## config.mk

```make
export PLATFORM = sky130hd
export DESIGN_NAME = board_peripheral_io_glue
export DESIGN_NICKNAME = d
export VERILOG_FILES = /design/src/design/board_peripheral_io_glue.v
export VERILOG_INCLUDE_DIRS = /design/src /design/src/design
export SDC_FILE = /design/constraint.sdc
export NUM_CORES = 1
export LEC_CHECK = 0
export BUFFER_PORTS_ARGS = -buffer_cell sky130_fd_sc_hd__buf_2
export CAP_MARGIN = 20
export CELL_PAD_IN_SITES_DETAIL_PLACEMENT = 1
export CELL_PAD_IN_SITES_GLOBAL_PLACEMENT = 2
export CORE_UTILIZATION = 34
export DETAILED_ROUTE_END_ITERATION = 8
export MAX_ROUTING_LAYER = met4
export PLACE_DENSITY = 0.85
export SYNTH_ARGS = -nofsm -noshare
export SYNTH_HDL_FRONTEND = slang
export SYNTH_SLANG_ARGS = --single-unit
```

## constraint.sdc

```tcl
create_clock -name sys_clk_i -period 1.2 [get_ports sys_clk_i]
set_clock_uncertainty 0.05 [all_clocks]
set_input_delay 0.06 -clock sys_clk_i [delete_from_list [all_inputs] [get_ports sys_clk_i]]
set_output_delay 0.06 -clock sys_clk_i [all_outputs]
set_load 0.02 [all_outputs]
```

## src/design/board_io_glue_consts.vh

```
// Address map and field constants for the board peripheral I/O glue.
`ifndef BOARD_IO_GLUE_CONSTS_VH
`define BOARD_IO_GLUE_CONSTS_VH
`define IO_BASE_DEFAULT 16'h0000
`define CLOCK_SLOT_LO 16'h0000
`define CLOCK_SLOT_HI 16'h003F
`define CAN_SLOT_LO 16'h0040
`define CAN_SLOT_HI 16'h007F
`define DISPLAY_SLOT_LO 16'h0080
`define DISPLAY_SLOT_HI 16'h00BF
`define CLOCK_COUNTERS_LO 16'h0000
`define CLOCK_COUNTERS_HI 16'h000C
`define CLOCK_CONTROL_D 16'h000D
`define CLOCK_CONTROL_E 16'h000E
`define CLOCK_CONTROL_F 16'h000F
`define CAN_CONTROL 16'h0040
`define CAN_TX_LO 16'h004A
`define CAN_TX_HI 16'h0053
`define CAN_RX_LO 16'h0054
`define CAN_RX_HI 16'h005E
`define DISPLAY_CMD_PARAM_IN 16'h0080
`define DISPLAY_PARAM_OUT 16'h0081
`define ROUTE_IRQ0 2'h0
`define ROUTE_IRQ1 2'h1
`define ROUTE_TIMER0 2'h2
`define ROUTE_TIMER1 2'h3
`define CONTRAST_RESET 6'h00
`define SYNC_IDLE 45'h0000_0C1F_0000
`endif

```

## src/design/board_peripheral_io_glue.v

```verilog
// Board glue: peripheral selects, register decode, signal routing, contrast, buzzer, keyboard and keypad.
//
// Behaviour
// - The clock-chip select is active for latched addresses from base plus 00h through base plus 3Fh.
// - Offsets 00h to 0Ch above the base decode to the clock chip's time and date counters, one per address.
// - Offsets 0Dh, 0Eh and 0Fh decode to the clock chip's control registers D, E and F.
// - The clock chip's periodic pulse is routed by a select input to interrupt 0, interrupt 1, timer 0 or timer 1.
// - The CAN select is active for offsets 40h through 7Fh above the base, and needs a data access only while the qualify input is set.
// - Offset 40h decodes to the CAN control register, 4Ah to 53h to transmit and 54h to 5Eh to receive buffer.
// - The display select is active for offsets 80h through BFh above the base.
// - Each rising edge of the contrast line advances a 6-bit step counter giving 64 levels.
// - The buzzer is on while its control line is low and off while it is high.
// - The keyboard clock is buffered to an interrupt input, and clock and data each have a two-way port line.
// - The 10 x 6 keypad state appears on two 8-bit ports and touch activity raises an interrupt line.
// - Selects decode from address only unless the qualify input adds the read and write strobes.
`timescale 1ns/1ps
`include "board_io_glue_consts.vh"
module board_peripheral_io_glue #(
  parameter [15:0] IO_BASE = `IO_BASE_DEFAULT
) (
  input wire sys_clk_i,
  input wire arst_n_i,
  input wire ale_i,
  input wire [7:0] ad_i,
  input wire [7:0] addr_hi_i,
  input wire rd_n_i,
  input wire wr_n_i,
  input wire qualify_strobes_i,
  output reg clock_chip_select_n_o,
  output reg can_chip_select_n_o,
  output reg display_chip_select_n_o,
  output reg [5:0] periph_offset_o,
  output reg clock_counter_sel_o,
  output reg clock_control_d_sel_o,
  output reg clock_control_e_sel_o,
  output reg clock_control_f_sel_o,
  output reg can_control_sel_o,
  output reg can_tx_sel_o,
  output reg can_rx_sel_o,
  output reg display_cmd_param_in_sel_o,
  output reg display_param_out_sel_o,
  input wire clock_periodic_pulse_i,
  input wire [1:0] pulse_route_i,
  output reg ext_irq0_n_o,
  output reg ext_irq1_n_o,
  output reg timer0_count_in_o,
  output reg timer1_count_in_o,
  input wire contrast_ctl_i,
  output reg [5:0] contrast_level_o,
  input wire buzzer_ctl_i,
  output reg buzzer_on_o,
  input wire kbd_clk_i,
  output reg kbd_clk_o,
  output reg kbd_clk_oe_n_o,
  input wire kbd_data_i,
  output reg kbd_data_o,
  output reg kbd_data_oe_n_o,
  input wire mcu_kbd_clk_drive_i,
  input wire mcu_kbd_data_drive_i,
  output reg mcu_kbd_clk_o,
  output reg mcu_kbd_data_o,
  output reg kbd_irq_o,
  input wire [9:0] touch_rows_i,
  input wire [5:0] touch_cols_i,
  output reg [7:0] touch_port4_o,
  output reg [7:0] touch_port5_o,
  output reg touch_irq_o
);
  localparam NSYNC = 45;
  // Every pin input passes two flip-flops; only stage two is read.
  // Both stages reset to each pin's idle level, so no false strobe, buzzer pulse or keyboard edge follows reset.
  localparam [NSYNC-1:0] SYNC_RESET = `SYNC_IDLE;
  wire [NSYNC-1:0] pin_raw;
  reg [NSYNC-1:0] sync1_q;
  reg [NSYNC-1:0] sync2_q;
  assign pin_raw = {ale_i, ad_i, addr_hi_i, rd_n_i, wr_n_i, qualify_strobes_i, clock_periodic_pulse_i,
                    pulse_route_i, contrast_ctl_i, buzzer_ctl_i, kbd_clk_i, kbd_data_i, mcu_kbd_clk_drive_i,
                    mcu_kbd_data_drive_i, touch_rows_i, touch_cols_i};
  genvar gi;
  generate
    for (gi = 0; gi < NSYNC; gi = gi + 1) begin : g_sync
      always @(posedge sys_clk_i or negedge arst_n_i) begin
        if (!arst_n_i) begin
          sync1_q[gi] <= SYNC_RESET[gi];
          sync2_q[gi] <= SYNC_RESET[gi];
        end else begin
          sync1_q[gi] <= pin_raw[gi];
          sync2_q[gi] <= sync1_q[gi];
        end
      end
    end
  endgenerate
  wire s_ale = sync2_q[44];
  wire [7:0] s_ad = sync2_q[43:36];
  wire [7:0] s_hi = sync2_q[35:28];
  wire s_rd_n = sync2_q[27];
  wire s_wr_n = sync2_q[26];
  wire s_qual = sync2_q[25];
  wire s_pulse = sync2_q[24];
  wire [1:0] s_route = sync2_q[23:22];
  wire s_contrast = sync2_q[21];
  wire s_buzz = sync2_q[20];
  wire s_kclk = sync2_q[19];
  wire s_kdat = sync2_q[18];
  wire s_mclk = sync2_q[17];
  wire s_mdat = sync2_q[16];
  wire [9:0] s_rows = sync2_q[15:6];
  wire [5:0] s_cols = sync2_q[5:0];

  // The low address byte is latched on the falling edge of the address latch enable.
  reg ale_q;
  reg [7:0] addr_lo_q;
  reg contrast_q;
  always @(posedge sys_clk_i or negedge arst_n_i) begin
    if (!arst_n_i) begin
      ale_q <= 1'b0;
      addr_lo_q <= 8'h00;
      contrast_q <= 1'b0;
    end else begin
      ale_q <= s_ale;
      contrast_q <= s_contrast;
      if (ale_q && !s_ale) begin
        addr_lo_q <= s_ad;
      end
    end
  end

  wire [15:0] addr = {s_hi, addr_lo_q};
  wire [15:0] off = addr - IO_BASE;
  wire strobe_ok = !s_qual || !s_rd_n || !s_wr_n;
  wire in_clock = (off <= `CLOCK_SLOT_HI);
  wire in_can = (off >= `CAN_SLOT_LO) && (off <= `CAN_SLOT_HI);
  wire in_disp = (off >= `DISPLAY_SLOT_LO) && (off <= `DISPLAY_SLOT_HI);

  always @(posedge sys_clk_i or negedge arst_n_i) begin
    if (!arst_n_i) begin
      clock_chip_select_n_o <= 1'b1;
      can_chip_select_n_o <= 1'b1;
      display_chip_select_n_o <= 1'b1;
      periph_offset_o <= 6'h00;
      clock_counter_sel_o <= 1'b0;
      clock_control_d_sel_o <= 1'b0;
      clock_control_e_sel_o <= 1'b0;
      clock_control_f_sel_o <= 1'b0;
      can_control_sel_o <= 1'b0;
      can_tx_sel_o <= 1'b0;
      can_rx_sel_o <= 1'b0;
      display_cmd_param_in_sel_o <= 1'b0;
      display_param_out_sel_o <= 1'b0;
    end else begin
      clock_chip_select_n_o <= !(in_clock && strobe_ok);
      can_chip_select_n_o <= !(in_can && strobe_ok);
      display_chip_select_n_o <= !(in_disp && strobe_ok);
      periph_offset_o <= off[5:0];
      clock_counter_sel_o <= (off <= `CLOCK_COUNTERS_HI);
      clock_control_d_sel_o <= (off == `CLOCK_CONTROL_D);
      clock_control_e_sel_o <= (off == `CLOCK_CONTROL_E);
      clock_control_f_sel_o <= (off == `CLOCK_CONTROL_F);
      can_control_sel_o <= (off == `CAN_CONTROL);
      can_tx_sel_o <= (off >= `CAN_TX_LO) && (off <= `CAN_TX_HI);
      can_rx_sel_o <= (off >= `CAN_RX_LO) && (off <= `CAN_RX_HI);
      // The master writes commands and parameters at 80h, and reads parameters out at 81h.
      display_cmd_param_in_sel_o <= (off == `DISPLAY_CMD_PARAM_IN);
      display_param_out_sel_o <= (off == `DISPLAY_PARAM_OUT);
    end
  end

  // Periodic pulse routing; unrouted interrupt lines idle high, unrouted timer inputs idle low.
  always @(posedge sys_clk_i or negedge arst_n_i) begin
    if (!arst_n_i) begin
      ext_irq0_n_o <= 1'b1;
      ext_irq1_n_o <= 1'b1;
      timer0_count_in_o <= 1'b0;
      timer1_count_in_o <= 1'b0;
    end else begin
      ext_irq0_n_o <= (s_route == `ROUTE_IRQ0) ? s_pulse : 1'b1;
      ext_irq1_n_o <= (s_route == `ROUTE_IRQ1) ? s_pulse : 1'b1;
      timer0_count_in_o <= (s_route == `ROUTE_TIMER0) ? s_pulse : 1'b0;
      timer1_count_in_o <= (s_route == `ROUTE_TIMER1) ? s_pulse : 1'b0;
    end
  end

  always @(posedge sys_clk_i or negedge arst_n_i) begin
    if (!arst_n_i) begin
      contrast_level_o <= `CONTRAST_RESET;
      buzzer_on_o <= 1'b0;
    end else begin
      if (s_contrast && !contrast_q) begin
        contrast_level_o <= contrast_level_o + 6'h01;
      end
      buzzer_on_o <= !s_buzz;
    end
  end

  // Keyboard lines are open drain: the pin is pulled low only while the port drives low.
  always @(posedge sys_clk_i or negedge arst_n_i) begin
    if (!arst_n_i) begin
      kbd_clk_o <= 1'b0;
      kbd_clk_oe_n_o <= 1'b1;
      kbd_data_o <= 1'b0;
      kbd_data_oe_n_o <= 1'b1;
      mcu_kbd_clk_o <= 1'b1;
      mcu_kbd_data_o <= 1'b1;
      kbd_irq_o <= 1'b1;
    end else begin
      kbd_clk_o <= 1'b0;
      kbd_clk_oe_n_o <= s_mclk;
      kbd_data_o <= 1'b0;
      kbd_data_oe_n_o <= s_mdat;
      mcu_kbd_clk_o <= s_kclk;
      mcu_kbd_data_o <= s_kdat;
      kbd_irq_o <= s_kclk;
    end
  end

  always @(posedge sys_clk_i or negedge arst_n_i) begin
    if (!arst_n_i) begin
      touch_port4_o <= 8'h00;
      touch_port5_o <= 8'h00;
      touch_irq_o <= 1'b0;
    end else begin
      touch_port4_o <= s_rows[7:0];
      touch_port5_o <= {s_cols, s_rows[9:8]};
      touch_irq_o <= |s_rows;
    end
  end
endmodule

```

==> results.md <==
- Final min period: roughly 1.3 ns
- Arr. time, crit path: 1.57 ns
- Final Max Tran Viols: 0
- H-Tree Level Count: 4
- Crit path kind: flip-flop to flip-flop
- Reg clk slew, reported paths: 0.05 ns
- Grt ovf: 0
- Final setup violation count: 12
- Drt pass-1 iters: 4
- Initial core utilization: 35.4%
- Number of buffers created by CTS: 17
- Final worst slack: -0.111 ns
- Tcrit/Tclk final: 109%
- Total Routing Usage GR: around 15%
- Initial DRC count: 74
- Hpwl dp: 5330 um
- CTS tree: yes
- Hold Crit Class: primary input to asynchronous set/reset pin
- Routed vias/inst: 4.14
- Drt total wl: 8480 um
- Seq/Total Area, Yosys: 87.6%
- Yosys warnings: 0
- Vias post-DR: 2427
- Flop2flop setup slack: -0.11 ns
- Post-DRT Antenna Nets: 0
- Failing checks: setup timing
- P_leak: 2.97 nW
- Peak supply drop: 1.20 mV
- Crit end category: flip-flop
- Worst path slowest cell: dfrtp_1
- Max Buffers Root-to-Sink: 2
- Vias in the first global route: 2791
- Ant diodes: 0
- Die height: 115 um
- Avg Cell Area, Syn: 19.0 sq um
- Final hold violations: 0
- Worst Path Max Fanout: 6
- Synth area leader: dfrtp_1
- Placed Area: 5150 sq um
- TritonCTS Sinks: 150
- Delay-heaviest family, CP: simple AND/OR/NAND/NOR gates
- Synth top area cells: dfrtp_1, dfstp_2, mux2_2
- Drt wl/cell: around 14 um
- Final Core Density: 51.9%
- Number of fillers in the final layout: 1207
- DRC viols: 0
- WP data required: 1.46 ns
- I/O pin count: 100
- Synth cell types: 32
- Core Region: 12200 sq um
- Die width: 115 um
- Commonest non-fill, non-tap cell in the layout: dfrtp_1
- First-pass GRT wire length: 13700 um
- CP bufs+invs: 1
- Die ar.: around 13000 sq um
- Register area: 3780 sq um
- #FFs+latches synth: 150
- Share of layout cells above drive strength 1: 45.7%
- Largest net degree at the start of global routing: 41
- Port-buffer cells: slightly below 100
- Run status: complete, but fails checks
- Max-Cap Viols: 0
- Post-layout nets: 454
- Area of the multi-input gates: 568 sq um
- Synthesized area: around 4300 sq um
- Antenna violations before repair: 0
- Place WS: -0.207 ns
- Post-synth top area share: 73.6%
- Gpl congestion: 0.794
- CTS root buf: clkbuf_16
- Fin area: between 6000 and 7000 sq um
- Power per cell area: roughly 1900 nW/um^2
- Area grow syn2layout: 46.9%
- CP cell instances: nor4_4 -> buf_6 -> nand4b_4 -> a221oi_2
- Crit path launch type: flip-flop
- Post-synthesis instance total: approximately 230
- Slowest stage delay, CP: a little under 0.4 ns
- Worst skew pair latency: 0.40 ns
- Commonest non-fill, non-tap cells in the layout: dfrtp_1, buf_2, dlygate4sd3_1
- Rows: 40
- Max Clk Rate: 763 MHz
- RSZ-0062 raised after global routing: yes
-- layer usage --
layer / GRT usage (%) / part of all wire (%) / vias to the layer above
met5: - / 0 / -
met4: 6.23 / 1.3 / 0
met3: 5.19 / 4.0 / 12
met2: 25.3 / 55 / 69
met1: 15.7 / 39 / 1237
li1: - / - / 1109
-- cell families after synthesis --
group | count (synthesis) | share of synthesized area, %
adder cells (fa/ha/maj) | 1 | 0.290
buffers and inverters | 8 | 0.985
flip-flops | 150 | 87.6
XOR/XNOR | 5 | 1.01
AND/OR/NAND/NOR | 50 | 7.36
other | 1 | 0.0868
multiplexers | 7 | 1.83
AO/OA/AOI/OAI | 5 | 0.840
-- metrics by stage --
step	hold WS [ns]	std cells	TNS [ns]	total power, W
after floorplan	-0.286	228	-0.367	0.00618
after global placement	-0.0649	506	-0.445	0.00670
after detailed placement	-0.0593	506	-1.47	0.00677
after CTS	0.0674	583	-0.827	0.0119
after global routing	0.104	586	-1.39	0.0124
final	0.0761	586	-0.550	0.0118
-- path summary, 6_finish.rpt --
kind	from	end	cells after the start
min in group sys_clk_i	addr_hi_i[3]	sync1_q[31]	2
worst min-delay path	arst_n_i	sync1_q[5]	2
worst min register to register	sync1_q[29]	addr[9]	0
worst max-delay path	addr[11]	can_tx_sel_o	4
max in group asynchronous	arst_n_i	ext_irq1_n_o	3
worst max register to register	addr[11]	can_tx_sel_o	4
-- registers in the layout, summed over array words and instances, names as in the netlist, 2 cells and up --
register          count
s_cols                6
touch_port5_o         8
contrast_level_o      6
touch_port4_o         8
s_ad                  8
s_route               2
periph_offset_o       6
addr                  8
sync1_q              45
s_rows               10
addr_lo_q             8
-- cells in the mapped netlist --
cell      number
xor2_1         1
nor2b_1        3
nand3_1        5
nand2_1        9
nand4_1        6
o21ai_0        3
nand4b_2       1
and2_1         1
nor4b_1        1
nor4_2         1
a221oi_2       1
buf_4          3
nor2_1         9
conb_1         1
dfstp_2       23
xnor2_1        4
nand4b_1       1
nor4_4         2
nor4_1         2
or2_2          1
buf_2          1
or3_1          1
ha_1           1
nor3_2         1
clkbuf_1       1
nand4_2        1
a31oi_1        1
nor3_1         3
and3_1         2
inv_1          3
mux2_2         7
dfrtp_1      127
-- timing repair --
| item | in CTS | in global routing |
|---|---|---|
| hold buffers | 46 | 0 |
| gates resized for setup | 21 | 20 |
| endpoints found under the hold margin | 177 | 0 |
| pin swaps | 6 | 7 |
| buffers inserted | 1 | 3 |
| endpoints found under the setup margin | 23 | 30 |
-- power by group --
part           internal (W)  total, W  leakage [nW]  switching [W]
Clock               0.00300   0.00487         0.266        0.00187
Combinational      0.000623   0.00125         0.958       0.000630
Sequential          0.00545   0.00570          1.75       0.000250
Total               0.00908    0.0118          2.97        0.00275
-- final cells by class --
cell class	instances	share of cell area (%)
sequential	150	59.7
multi-input combinational	70	8.96
inverter	3	0.178
clock buffer	24	7.60
clock inverter	7	1.14
tap	168	3.31
timing repair buffer	164	19.1
No activity file was read; power rests on OpenSTA's default activity.
